$ cat config.mk
export PLATFORM = sky130hd
export DESIGN_NAME = mrc_rx_ctrl
export DESIGN_NICKNAME = d
export VERILOG_FILES = /design/src/mrc_pkg.sv /design/src/mrc_rx_ctrl.sv
export SDC_FILE = /design/constraint.sdc
export NUM_CORES = 1
export LEC_CHECK = 0
export ABC_CLOCK_PERIOD_IN_PS = 4550
export BUFFER_PORTS_ARGS = -buffer_cell sky130_fd_sc_hd__buf_2
export CAP_MARGIN = 5
export CELL_PAD_IN_SITES_DETAIL_PLACEMENT = 0
export CELL_PAD_IN_SITES_GLOBAL_PLACEMENT = 1
export CORE_AREA = 2 2 128 161
export CTS_BUF_LIST = sky130_fd_sc_hd__clkbuf_8
export CTS_CLUSTER_DIAMETER = 50
export DETAILED_ROUTE_END_ITERATION = 12
export DIE_AREA = 0 0 130 163
export PLACE_DENSITY = 0.92
export SYNTH_ARGS = -nofsm -noshare
export SYNTH_HDL_FRONTEND = slang
export SYNTH_SLANG_ARGS = --single-unit
$ cat constraint.sdc
create_clock -name core_clk_in -period 4.55 [get_ports core_clk_in]
set_input_delay 0.6825 -clock core_clk_in [delete_from_list [all_inputs] [get_ports core_clk_in]]
set_output_delay 0.6825 -clock core_clk_in [all_outputs]
set_load 0.02 [all_outputs]
$ cat src/mrc_pkg.sv
// Package for the receive control block: register map, field layout, limits and types
package mrc_pkg;

    ////////////////////////////////////////////////////////////////////////////////
    // Register byte offsets
    localparam logic [11:0] MRC_CTRL_OFF = 12'h104;
    localparam logic [11:0] MRC_IRQ_STAT_OFF = 12'h140;
    localparam logic [11:0] MRC_IRQ_MASK_OFF = 12'h144;

    ////////////////////////////////////////////////////////////////////////////////
    // Control register field positions
    localparam int MRC_EN_BIT = 0;
    localparam int MRC_DIS_BIT = 1;
    localparam int MRC_VLAN_BIT = 2;
    localparam int MRC_STRIP_BIT = 4;
    localparam int MRC_TRUNC_BIT = 5;
    localparam int MRC_MAX_LSB = 16;
    localparam int MRC_MAX_MSB = 29;

    // Control register reset values
    localparam logic [13:0] MRC_MAX_RST = 14'h05ee;
    localparam logic MRC_TRUNC_RST = 1'b1;
    localparam logic MRC_STRIP_RST = 1'b0;
    localparam logic MRC_VLAN_RST = 1'b0;
    localparam logic MRC_EN_RST = 1'b0;
    localparam logic MRC_DIS_RST = 1'b0;

    ////////////////////////////////////////////////////////////////////////////////
    // Interrupt status and mask layout
    localparam int MRC_IRQ_W = 3;
    localparam int MRC_IRQ_FRAME_BIT = 0;
    localparam int MRC_IRQ_OVER_BIT = 1;
    localparam int MRC_IRQ_DIS_BIT = 2;
    localparam logic [2:0] MRC_IRQ_RST = 3'h0;

    ////////////////////////////////////////////////////////////////////////////////
    // Frame length figures, in bytes, and VLAN tag identifiers
    localparam logic [14:0] MRC_WDOG_BYTES = 15'h2c00;
    localparam logic [14:0] MRC_WDOG_CUT = MRC_WDOG_BYTES + 15'h0001;
    localparam logic [14:0] MRC_TAG_BYTES = 15'h0004;
    localparam logic [2:0] MRC_FCS_BYTES = 3'h4;
    localparam logic [14:0] MRC_TAG1_POS = 15'h000e;
    localparam logic [14:0] MRC_TAG2_POS = 15'h0012;
    localparam logic [15:0] MRC_TPID_C = 16'h8100;
    localparam logic [15:0] MRC_TPID_S = 16'h88a8;

    // AXI response codes
    localparam logic [1:0] MRC_RESP_OKAY = 2'h0;
    localparam logic [1:0] MRC_RESP_DECERR = 2'h3;

    ////////////////////////////////////////////////////////////////////////////////
    // Types
    typedef struct packed {
        logic valid;
        logic [7:0] data;
    } mrc_byte_t;

    typedef struct packed {
        logic [13:0] len;
        logic oversize;
        logic watchdog;
        logic [1:0] tags;
    } mrc_rx_status_t;

    typedef enum logic [1:0] {MRC_IDLE, MRC_FRAME, MRC_DISCARD} mrc_state_t;

endpackage : mrc_pkg

$ cat src/mrc_rx_ctrl.sv
// Receive control of the MAC: size limits, truncation, FCS strip, enable and disable
//
// How it works
// A 14-bit maximum length resetting to 1518 flags any frame longer than it plus the VLAN allowance of R08 as aborted.
// A watchdog always cuts and aborts any frame that runs beyond 11264 bytes.
// Software keeps the size, truncation, strip and VLAN controls still while enabled.
// With truncation select clear and the limit below 11264, a long frame is cut at limit plus one with that length.
// With truncation select set (reset), a long frame is cut at 11265 with watchdog flagged.
// With strip set the last 4 bytes of every frame are withheld; the bit resets to zero.
// With VLAN enforcement clear every frame above the maximum is aborted.
// With VLAN enforcement set the limit grows by 4 per VLAN tag, for up to two tags.
// Frames are accepted only while the receiver enable bit is set; it resets to zero.
// Clearing enable mid-frame lets the frame finish before the receiver stops.
// A sticky disabled flag is set when the stop after a 1-to-0 enable change completes.
// Writing one clears the disabled flag, and reserved bits read zero and ignore writes.
module mrc_rx_ctrl
    import mrc_pkg::*;
(
    // Clock, reset, clock enable
    input wire logic core_clk_in,
    input wire logic srst_in,
    input wire logic ce_in,
    // AXI4-Lite write address and data
    input wire logic [11:0] s_axi_awaddr_in,
    input wire logic s_axi_awvalid_in,
    output logic s_axi_awready_out,
    input wire logic [31:0] s_axi_wdata_in,
    input wire logic [3:0] s_axi_wstrb_in,
    input wire logic s_axi_wvalid_in,
    output logic s_axi_wready_out,
    // AXI4-Lite write response
    output logic [1:0] s_axi_bresp_out,
    output logic s_axi_bvalid_out,
    input wire logic s_axi_bready_in,
    // AXI4-Lite read
    input wire logic [11:0] s_axi_araddr_in,
    input wire logic s_axi_arvalid_in,
    output logic s_axi_arready_out,
    output logic [31:0] s_axi_rdata_out,
    output logic [1:0] s_axi_rresp_out,
    output logic s_axi_rvalid_out,
    input wire logic s_axi_rready_in,
    // Bytes from the PHY, valid high across the whole frame
    input wire mrc_byte_t phy_rx_in,
    // Bytes and status towards the fifo_controller
    output mrc_byte_t fifo_rx_out,
    output logic fifo_end_out,
    output mrc_rx_status_t receive_status_word_out,
    // Interrupt
    output logic irq_out
);

    ////////////////////////////////////////////////////////////////////////////////
    // Declarations
    logic [13:0] max_len_r;
    logic truncation_length_select_r;
    logic strip_r;
    logic vlan_size_enforce_r;
    logic receiver_enable_r;
    logic rx_disabled_r;
    logic [2:0] irq_stat_r;
    logic [2:0] irq_mask_r;
    logic aw_held_r;
    logic w_held_r;
    logic [11:0] awaddr_r;
    logic [31:0] wdata_r;
    logic [3:0] wstrb_r;
    logic bvalid_r;
    logic [1:0] bresp_r;
    logic rvalid_r;
    logic [31:0] rdata_r;
    logic [1:0] rresp_r;
    logic do_write;
    logic [11:0] wr_addr;
    logic [31:0] wr_data;
    logic [3:0] wr_strb;
    logic [31:0] ctrl_word;
    logic [31:0] ctrl_wr;
    mrc_state_t st_r;
    mrc_state_t st_nxt;
    logic rx_on_r;
    logic prev_valid_r;
    logic [14:0] cnt_r;
    logic [14:0] cnt_nxt;
    logic [7:0] last_byte_r;
    logic [1:0] tags_r;
    logic [1:0] tags_nxt;
    logic [14:0] limit;
    logic [14:0] cut_at;
    logic take;
    logic frame_end;
    logic cut_now;
    logic [7:0] dly_r [0:3];
    logic [2:0] held_r;
    mrc_byte_t out_r;
    logic end_r;
    mrc_rx_status_t stat_r;
    logic dis_event;
    logic [2:0] irq_event;

    ////////////////////////////////////////////////////////////////////////////////
    // Helpers
    function automatic logic mrc_is_tpid(input logic [7:0] hi, input logic [7:0] lo);
        mrc_is_tpid = ({hi, lo} == MRC_TPID_C) || ({hi, lo} == MRC_TPID_S);
    endfunction : mrc_is_tpid

    function automatic logic [31:0] mrc_merge(input logic [31:0] old, input logic [31:0] nw,
                                              input logic [3:0] strb);
        logic [31:0] res;
        res = old;
        for (int i = 0; i < 4; i++)
        begin
            if (strb[i])
            begin
                res[i*8 +: 8] = nw[i*8 +: 8];
            end
        end
        mrc_merge = res;
    endfunction : mrc_merge

    ////////////////////////////////////////////////////////////////////////////////
    // AXI4-Lite slave: address and data taken in either order, one write at a time
    assign s_axi_awready_out = ce_in && !aw_held_r && !bvalid_r;
    assign s_axi_wready_out = ce_in && !w_held_r && !bvalid_r;
    assign s_axi_arready_out = ce_in && !rvalid_r;
    assign s_axi_bvalid_out = bvalid_r;
    assign s_axi_bresp_out = bresp_r;
    assign s_axi_rvalid_out = rvalid_r;
    assign s_axi_rdata_out = rdata_r;
    assign s_axi_rresp_out = rresp_r;
    assign do_write = ce_in && aw_held_r && w_held_r && !bvalid_r;
    assign wr_addr = awaddr_r;
    assign wr_data = wdata_r;
    assign wr_strb = wstrb_r;
    // Control word after byte strobes are applied
    assign ctrl_wr = mrc_merge(ctrl_word, wr_data, wr_strb);

    // Write channel capture and response
    always_ff @(posedge core_clk_in)
    begin
        if (srst_in)
        begin
            aw_held_r <= 1'b0;
            w_held_r <= 1'b0;
            awaddr_r <= 12'h000;
            wdata_r <= 32'h00000000;
            wstrb_r <= 4'h0;
            bvalid_r <= 1'b0;
            bresp_r <= MRC_RESP_OKAY;
        end
        else if (ce_in)
        begin
            if (s_axi_awvalid_in && s_axi_awready_out)
            begin
                aw_held_r <= 1'b1;
                awaddr_r <= {s_axi_awaddr_in[11:2], 2'h0};
            end
            if (s_axi_wvalid_in && s_axi_wready_out)
            begin
                w_held_r <= 1'b1;
                wdata_r <= s_axi_wdata_in;
                wstrb_r <= s_axi_wstrb_in;
            end
            if (do_write)
            begin
                aw_held_r <= 1'b0;
                w_held_r <= 1'b0;
                bvalid_r <= 1'b1;
                if (wr_addr == MRC_CTRL_OFF || wr_addr == MRC_IRQ_STAT_OFF ||
                    wr_addr == MRC_IRQ_MASK_OFF)
                    bresp_r <= MRC_RESP_OKAY;
                else
                    bresp_r <= MRC_RESP_DECERR;
            end
            else if (bvalid_r && s_axi_bready_in)
            begin
                bvalid_r <= 1'b0;
            end
        end
    end

    // Control word as read back, reserved bits zero
    always_comb
    begin
        ctrl_word = 32'h00000000;
        ctrl_word[MRC_MAX_MSB:MRC_MAX_LSB] = max_len_r;
        ctrl_word[MRC_TRUNC_BIT] = truncation_length_select_r;
        ctrl_word[MRC_STRIP_BIT] = strip_r;
        ctrl_word[MRC_VLAN_BIT] = vlan_size_enforce_r;
        ctrl_word[MRC_DIS_BIT] = rx_disabled_r;
        ctrl_word[MRC_EN_BIT] = receiver_enable_r;
    end

    // Read channel: answer one cycle after the address is taken
    always_ff @(posedge core_clk_in)
    begin
        if (srst_in)
        begin
            rvalid_r <= 1'b0;
            rdata_r <= 32'h00000000;
            rresp_r <= MRC_RESP_OKAY;
        end
        else if (ce_in)
        begin
            if (s_axi_arvalid_in && s_axi_arready_out)
            begin
                rvalid_r <= 1'b1;
                rresp_r <= MRC_RESP_OKAY;
                if ({s_axi_araddr_in[11:2], 2'h0} == MRC_CTRL_OFF)
                    rdata_r <= ctrl_word;
                else if ({s_axi_araddr_in[11:2], 2'h0} == MRC_IRQ_STAT_OFF)
                    rdata_r <= {29'h00000000, irq_stat_r};
                else if ({s_axi_araddr_in[11:2], 2'h0} == MRC_IRQ_MASK_OFF)
                    rdata_r <= {29'h00000000, irq_mask_r};
                else
                begin
                    rdata_r <= 32'h00000000;
                    rresp_r <= MRC_RESP_DECERR;
                end
            end
            else if (rvalid_r && s_axi_rready_in)
            begin
                rvalid_r <= 1'b0;
            end
        end
    end

    ////////////////////////////////////////////////////////////////////////////////
    // Control register; reserved bits are never stored
    always_ff @(posedge core_clk_in)
    begin
        if (srst_in)
        begin
            max_len_r <= MRC_MAX_RST;
            truncation_length_select_r <= MRC_TRUNC_RST;
            strip_r <= MRC_STRIP_RST;
            vlan_size_enforce_r <= MRC_VLAN_RST;
            receiver_enable_r <= MRC_EN_RST;
        end
        else if (ce_in && do_write && wr_addr == MRC_CTRL_OFF)
        begin
            max_len_r <= ctrl_wr[MRC_MAX_MSB:MRC_MAX_LSB];
            truncation_length_select_r <= ctrl_wr[MRC_TRUNC_BIT];
            strip_r <= ctrl_wr[MRC_STRIP_BIT];
            vlan_size_enforce_r <= ctrl_wr[MRC_VLAN_BIT];
            receiver_enable_r <= ctrl_wr[MRC_EN_BIT];
        end
    end

    // Sticky disabled flag: hardware set wins over a write-one clear
    always_ff @(posedge core_clk_in)
    begin
        if (srst_in)
            rx_disabled_r <= MRC_DIS_RST;
        else if (ce_in)
        begin
            if (dis_event)
                rx_disabled_r <= 1'b1;
            else if (do_write && wr_addr == MRC_CTRL_OFF && wr_strb[0] && wr_data[MRC_DIS_BIT])
                rx_disabled_r <= 1'b0;
        end
    end

    ////////////////////////////////////////////////////////////////////////////////
    // Interrupt status, set wins over write-one clear, and mask
    assign irq_event = {dis_event, end_r && stat_r.oversize, end_r};
    always_ff @(posedge core_clk_in)
    begin
        if (srst_in)
        begin
            irq_stat_r <= MRC_IRQ_RST;
            irq_mask_r <= MRC_IRQ_RST;
        end
        else if (ce_in)
        begin
            if (do_write && wr_addr == MRC_IRQ_STAT_OFF && wr_strb[0])
                irq_stat_r <= (irq_stat_r & ~wr_data[2:0]) | irq_event;
            else
                irq_stat_r <= irq_stat_r | irq_event;
            if (do_write && wr_addr == MRC_IRQ_MASK_OFF && wr_strb[0])
                irq_mask_r <= wr_data[2:0];
        end
    end
    assign irq_out = |(irq_stat_r & irq_mask_r);

    ////////////////////////////////////////////////////////////////////////////////
    // Size limit and cut point for the frame in progress
    always_comb
    begin
        limit = {1'b0, max_len_r};
        if (vlan_size_enforce_r)
            limit = {1'b0, max_len_r} + (MRC_TAG_BYTES * {13'h0000, tags_r});
        if (truncation_length_select_r || (limit >= MRC_WDOG_BYTES))
            cut_at = MRC_WDOG_CUT;
        else
            cut_at = limit + 15'h0001;
    end

    // Frame sequencing: a frame is a run of valid bytes from the PHY
    assign take = phy_rx_in.valid && ((st_r == MRC_IDLE && !prev_valid_r && rx_on_r) ||
                                      st_r == MRC_FRAME);
    assign cnt_nxt = take ? cnt_r + 15'h0001 : cnt_r;
    assign cut_now = take && (cnt_nxt == cut_at);
    assign frame_end = (st_r == MRC_FRAME && !phy_rx_in.valid) || cut_now;
    assign dis_event = ce_in && rx_on_r && !receiver_enable_r && st_nxt == MRC_IDLE &&
                       !take;

    // VLAN tag counting from the type fields of the first and second tag
    always_comb
    begin
        tags_nxt = tags_r;
        if (take && cnt_nxt == MRC_TAG1_POS && mrc_is_tpid(last_byte_r, phy_rx_in.data))
            tags_nxt = 2'h1;
        else if (take && cnt_nxt == MRC_TAG2_POS && tags_r == 2'h1 &&
                 mrc_is_tpid(last_byte_r, phy_rx_in.data))
            tags_nxt = 2'h2;
    end

    // Next state
    always_comb
    begin
        st_nxt = st_r;
        case (st_r)
            MRC_IDLE:
                if (take)
                    st_nxt = cut_now ? MRC_DISCARD : MRC_FRAME;
            MRC_FRAME:
                if (!phy_rx_in.valid)
                    st_nxt = MRC_IDLE;
                else if (cut_now)
                    st_nxt = MRC_DISCARD;
            MRC_DISCARD:
                if (!phy_rx_in.valid)
                    st_nxt = MRC_IDLE;
            default:
                st_nxt = MRC_IDLE;
        endcase
    end

    // State, counters and receiver run flag
    always_ff @(posedge core_clk_in)
    begin
        if (srst_in)
        begin
            st_r <= MRC_IDLE;
            rx_on_r <= 1'b0;
            prev_valid_r <= 1'b0;
            cnt_r <= 15'h0000;
            last_byte_r <= 8'h00;
            tags_r <= 2'h0;
        end
        else if (ce_in)
        begin
            st_r <= st_nxt;
            prev_valid_r <= phy_rx_in.valid;
            if (st_nxt == MRC_IDLE && !take)
                rx_on_r <= receiver_enable_r;
            if (st_r == MRC_IDLE && !take)
            begin
                cnt_r <= 15'h0000;
                tags_r <= 2'h0;
            end
            else
            begin
                cnt_r <= cnt_nxt;
                tags_r <= tags_nxt;
            end
            if (take)
                last_byte_r <= phy_rx_in.data;
        end
    end

    ////////////////////////////////////////////////////////////////////////////////
    // Byte path: four-byte delay line withholds the FCS when stripping
    always_ff @(posedge core_clk_in)
    begin
        if (srst_in)
        begin
            held_r <= 3'h0;
            out_r <= '0;
            for (int i = 0; i < 4; i++)
                dly_r[i] <= 8'h00;
        end
        else if (ce_in)
        begin
            out_r.valid <= 1'b0;
            if (take)
            begin
                dly_r[0] <= phy_rx_in.data;
                for (int i = 1; i < 4; i++)
                    dly_r[i] <= dly_r[i-1];
                held_r <= (held_r == MRC_FCS_BYTES) ? held_r : held_r + 3'h1;
                if (!strip_r)
                begin
                    out_r.valid <= 1'b1;
                    out_r.data <= phy_rx_in.data;
                end
                else if (held_r == MRC_FCS_BYTES)
                begin
                    out_r.valid <= 1'b1;
                    out_r.data <= dly_r[3];
                end
            end
            else if (st_r != MRC_FRAME)
                held_r <= 3'h0;
        end
    end
    assign fifo_rx_out = out_r;

    // Frame status towards the fifo_controller, one pulse per frame
    always_ff @(posedge core_clk_in)
    begin
        if (srst_in)
        begin
            end_r <= 1'b0;
            stat_r <= '0;
        end
        else if (ce_in)
        begin
            end_r <= frame_end;
            if (frame_end)
            begin
                stat_r.len <= cnt_nxt[13:0];
                // A watchdog cut always counts as aborted, even above a large limit
                stat_r.oversize <= (cnt_nxt > limit) ||
                                   (cut_now && cut_at == MRC_WDOG_CUT);
                stat_r.watchdog <= cut_now && cut_at == MRC_WDOG_CUT;
                stat_r.tags <= tags_nxt;
            end
        end
    end
    assign fifo_end_out = end_r;
    assign receive_status_word_out = stat_r;
endmodule : mrc_rx_ctrl

=== Word-level counts from Yosys, hierarchy flattened ===
Memories as Yosys holds them, arrays and structs flattened.
Index checks and enable logic that the tools add are counted.

* Bitwise gates (word level): 9
* Reduce and logical (&&, ||, !) cells: 82
* Eq/ne operators: 19
* Magnitude comparators: 2
* Muxes and demuxes: 47
* Add/sub/neg operators: 4

{| class="wikitable"
|+ Operator list
! operator !! count
|-
| $eq 10x7->1 const B || 6
|-
| $mux 15 || 4
|-
| $logic_and 1x1->1 || 40
|-
| $eq 16x16->1 const B || 2
|-
| $mux 8 || 4
|-
| $reduce_and 2->1 || 16
|-
| $add 15x1->15 const B || 2
|-
| $mux 30 || 1
|-
| $mux 9 || 3
|-
| $mux 2 || 12
|-
| $mux 3 || 6
|-
| $mux 1 || 16
|-
| $add 14x4->15 || 1
|-
| $eq 15x14->1 const B || 1
|-
| $eq 15x15->1 || 1
|-
| $eq 15x4->1 const B || 1
|-
| $eq 15x5->1 const B || 1
|-
| $ge 15x14->1 const B || 1
|-
| $gt 15x15->1 || 1
|-
| $reduce_bool 2->1 || 6
|-
| $logic_not 1->1 || 8
|-
| $logic_or 1x1->1 || 7
|-
| $and 3x3->3 || 2
|-
| $or 3x3->3 || 2
|-
| other kinds (12) || 19
|}

* Output and inout bits: 70
* Memories kept: 1
* Logic and storage cells: 197
* Flip-flop bits (word level): 169
* Memory bits (writable): 32

{| class="wikitable"
|+ Memory list
! name !! depth !! width !! rd ports !! clocked after Yosys merged registers in !! write ports !! line !! text
|-
| dly_r || 4 || 8 || 4 || 0 || 4 || mrc_rx_ctrl.sv:93 || <nowiki>logic [7:0] dly_r [0:3];</nowiki>
|}

=== Depth between registers and ports, before layout ===
* Depth in word-level cells: 16
* Depth in mapped cells: 18
* Gate-level depth less buffers: 16

=== Worst setup path after synthesis ===
OpenSTA, ideal clock, no wires.

* Kind: reg2reg
* From: reg tags_r[0]
* To: reg stat_r (netlist bit receive_status_word_out[8])
* Setup slack: 0.411 ns
* Setup time: 0.139 ns
* Arrival time: 3.999 ns
* Clock period less this slack: 4.139 ns
* Cell stages (with the launch flop): 16
* Path through: dfxtp_1 -> ha_1 -> inv_1 -> fa_1 -> nand2_1 -> or4b_1 -> or4_4 -> or3_4 -> or4_1 -> a21boi_1 -> xnor2_1 -> o2111ai_2 -> o31a_2 -> buf_4 -> nor3_1 -> nor3_2

* Longest elaborated chain between the ends: 9
* Elaborated cells between the ends (all ways): 10
* Classes of those cells: add/sub (2); order compare (1); eq/ne (1); mux (2); reduce/logical (4)

{| class="wikitable"
|+ Ends and longest elaborated chain
! item !! line !! text
|-
| start: declaration || mrc_rx_ctrl.sv:86 || <nowiki>logic [1:0] tags_r;</nowiki>
|-
| start signal: assignment || mrc_rx_ctrl.sv:366 || <nowiki>tags_r <= tags_nxt;</nowiki>
|-
| $add 14x4->15 * || mrc_rx_ctrl.sv:292 || <nowiki>limit = {1'b0, max_len_r} + (MRC_TAG_BYTES * {13'h0000, tags_r});</nowiki>
|-
| $mux 15 * || mrc_rx_ctrl.sv:291 || <nowiki>if (vlan_size_enforce_r)</nowiki>
|-
| $ge 15x14->1 || mrc_rx_ctrl.sv:293 || <nowiki>if (truncation_length_select_r || (limit >= MRC_WDOG_BYTES))</nowiki>
|-
| $logic_or 1x1->1 || mrc_rx_ctrl.sv:293 ||
|-
| $mux 15 * || mrc_rx_ctrl.sv:293 ||
|-
| $eq 15x15->1 * || mrc_rx_ctrl.sv:303 || <nowiki>assign cut_now = take && (cnt_nxt == cut_at);</nowiki>
|-
| $logic_and 1x1->1 * || mrc_rx_ctrl.sv:303 ||
|-
| $logic_or 1x1->1 * || mrc_rx_ctrl.sv:304 || <nowiki>assign frame_end = (st_r == MRC_FRAME && !phy_rx_in.valid) || cut_now;</nowiki>
|-
| $reduce_and 2->1 (no source line) * || - ||
|-
| end: declaration || mrc_rx_ctrl.sv:97 || <nowiki>mrc_rx_status_t stat_r;</nowiki>
|}

Every way passes the cells marked *; elsewhere a longest branch is shown, timed or not.
A chain may end at the register's enable or synchronous reset.

=== Final worst setup path ===
* From: reg tags_r[0]
* To: reg stat_r (netlist bit receive_status_word_out[16])

The elaborated chain is that of the path after synthesis.

==> impl_metrics.json <==
{
  "status": "complete, no violations",
  "final.setup.worst_slack_ps": 212.3,
  "grt_pass1_wl_um": 34380,
  "rsz0062_at_grt": "false",
  "setup_viol": 0,
  "multi_input_area_um2": 4438,
  "synthToLayoutAreaGrowth_pct": 14.31,
  "ys_types": 81,
  "fillers": 1877,
  "coreArea_um2": 19810,
  "reg2reg_from": "tags_r[0]",
  "hold_viol": 0,
  "wl_met2_um": 10580,
  "clk_latency_ps": 470,
  "grt_start_max_net_pins": 75,
  "wl_met1_um": 9080,
  "dp_slack_ps": 61.02,
  "synth_top_cell_by_area": "dfxtp_1",
  "async_flop_share": 0,
  "netlist_top_cells_count": "dfxtp_1 (142), nand2_1 (112), nor2_1 (90)",
  "numCtsBuffers": 17,
  "avgRoutedWirePerCell_um": 15.70,
  "syn_area_um2": 8561,
  "drt_iter0_drc": 404,
  "diodes": 0,
  "post-route-min-period_ps": 4338,
  "drv_cap": 0,
  "r2r_cells": 15,
  "drv_slew": 0,
  "holdPathEnd": "awaddr_r[4]",
  "die_h_um": 163,
  "cp-startpoint": "tags_r[0]",
  "start_util": 0.4321,
  "dr_total_vias": 7105,
  "dieWidth_um": 130,
  "fmax_mhz": 230.5,
  "final_antenna_net_count": 0,
  "yosys.area.top_type_share": 0.3321,
  "routabilityCongestion": 0.9141,
  "grt_overflow": 0,
  "cts-root-buf": "clkbuf_8",
  "drive_gt1_frac": 0.1994,
  "worst_pin_slew_ps": 1202,
  "slowest_stage": "or4b_1",
  "cts_num_sinks": 174,
  "power_density_nw_per_um2": 283.1,
  "ys_warn_count": 0,
  "ys_seq_area_frac": 0.4443,
  "cp_max_fo": 6,
  "grt_usage": 0.2038,
  "whs_path_depth": 3,
  "cellLeakagePower_uw": 0.003908,
  "yosys_register_bits": 174,
  "clock_path_buffers": 2,
  "avgViaCountPerCell": 5.350,
  "top_layer_used": "met4",
  "cts_hold_buf": 0,
  "critPathMaxStageDelay_ps": 460,
  "timing.setup.tns_ps": 0,
  "rows": 58,
  "final_util": 0.4939,
  "synth_area_leaders": "dfxtp_1 (33%), edfxtp_1 (11%), nand2_1 (4.9%)",
  "rr_endpoint": "receive_status_word_out[16]",
  "cts_tree": "done",
  "io_pins": 147,
  "worstSetupStartpointType": "flip-flop",
  "netlist_instances": 942,
  "wl_met3_um": 933,
  "fin_skew_ps": 10.85,
  "drc": 0,
  "avgSynthCellArea_um2": 9.088,
  "htree_levels": 4,
  "numPortBuffers": 115,
  "dp.final_hpwl_um": 15140,
  "die_area_um2": 21190,
  "critPathKind": "reg -> reg",
  "critical_path.top_delay_family": "simple AND/OR/NAND/NOR gates",
  "regArea_um2": 3805,
  "end_kind": "flip-flop",
  "synth_edf_count": 32,
  "antenna_found_initial": 0,
  "holdCritStartpoint": "s_axi_awaddr_in[4]",
  "finalCritPeriodShare": 0.9533,
  "peakVddDrop_mv": 0.1638,
  "wl_um": 20850,
  "clkSlewWorstSetupHoldPaths_ps": 100,
  "drt_first_pass_iters": 5,
  "min_path_type": "in -> reg",
  "slew-limit-headroom": 0.1975,
  "cp_cell_sequence": "ha_2, inv_1, fa_1, nand2_1, or4b_1, or4_4, or3_4, or4_1, a21boi_2, xnor2_1, o2111ai_2, o31a_2, buf_4, nor3_1, nor3_2",
  "synthMostInstantiatedCell": "dfxtp_1",
  "ys.flop_type": "dfxtp_1",
  "cp.required_ps": 4890,
  "grt_pass1_vias": 6790,
  "cp.buffers_inverters": 2,
  "cp_data_arrival_time_ps": 4680,
  "nets": 1145,
  "r2r_slack_ps": 210
}
-- layer usage --
| metal | track usage | up-vias |
|---|---|---|
| met5 | 0 | - |
| met4 | 0.05816 | 0 |
| met3 | 0.04172 | 25 |
| met2 | 0.3505 | 147 |
| met1 | 0.2574 | 3383 |
| li1 | - | 3550 |
-- report_power, final --
| group | total, uW | switching, uW | internal [uW] |
|---|---|---|---|
| combinational | 146 | 103 | 43.0 |
| sequential | 1610 | 13.7 | 1590 |
| clock | 1020 | 623 | 395 |
| total | 2770 | 740 | 2030 |
-- cell type report --
| type | instances | share of cell area |
|---|---|---|
| multi-input combinational | 692 | 0.4535 |
| sequential | 174 | 0.3888 |
| timing repair buffer | 140 | 0.07863 |
| tap | 270 | 0.03452 |
| clock buffer | 17 | 0.02391 |
| clock inverter | 15 | 0.01291 |
| inverter | 20 | 0.007672 |
-- cells by family after synthesis --
logic type	share of synthesized area
AO/OA/AOI/OAI	0.1688
other	0.0004380
multiplexers	0.04034
buffers and inverters	0.04692
adder cells (fa/ha/maj)	0.03449
XOR/XNOR	0.04268
flip-flops	0.4443
AND/OR/NAND/NOR	0.2220
-- worst min-delay path: stages --
cell,delay (ps)
buf_2,90
nand2_1,40
a21oi_1,50
-- worst max-delay path by stage --
stage / endpoint / slack (ps) / cells past startpoint
after global placement: receive_status_word_out[0] / 140 / 15
after floorplan: receive_status_word_out[8] / 410 / 15
after global routing: receive_status_word_out[13] / 20 / 15
final: receive_status_word_out[16] / 210 / 15
after CTS: receive_status_word_out[5] / 50 / 15
after detailed placement: receive_status_word_out[5] / 60 / 15
-- through the flow --
step | std cells | cell area [um^2] | power (uW) | hold WS, ps
detailed placement | 1296 | 9389 | 1789 | 443.8
global placement | 1296 | 9389 | 1787 | 433.3
floorplan | 954 | 8606 | 1738 | 417.7
CTS | 1328 | 9749 | 2795 | 415.2
global route | 1328 | 9786 | 2880 | 428.1
finish | 1328 | 9786 | 2771 | 441.5
-- cells in the final DEF (no fill, tap or decap), types with 8 or more instances in the layout --
master / count
mux2i_1: 30
nand4_1: 10
clkbuf_8: 17
xnor2_1: 28
buf_4: 25
nand2_1: 112
nor3_1: 16
ha_1: 21
a21o_1: 14
a211oi_1: 18
a22oi_1: 35
a21oi_1: 64
xor2_1: 11
o21ai_0: 17
buf_2: 114
edfxtp_1: 32
dfxtp_1: 141
o21a_1: 8
conb_1: 13
and2_1: 34
nor2_1: 90
nor2b_1: 8
inv_1: 20
nor3_2: 15
nand3_1: 23
a21oi_2: 8
and3_1: 14
nor4_1: 9
-- state kept, by name (all words and copies together) (netlist names), 2 cells and up --
name,count
irq_mask_r,3
irq_stat_r,3
tags_r,2
cnt_r,15
s_axi_rdata_out,19
dly_r,32
last_byte_r,8
wr_strb,3
max_len_r,14
receive_status_word_out,18
st_r,2
fifo_rx_out,9
wdata_r,19
held_r,3
awaddr_r,10
-- what timing repair did --
| item | in CTS | in global routing |
|---|---|---|
| endpoints found under the hold margin | 0 | 0 |
| setup endpoints to repair | 0 | 19 |
| buffers inserted | 0 | 0 |
| gates resized for setup | 0 | 9 |
No activity file was read; power rests on OpenSTA's default activity.
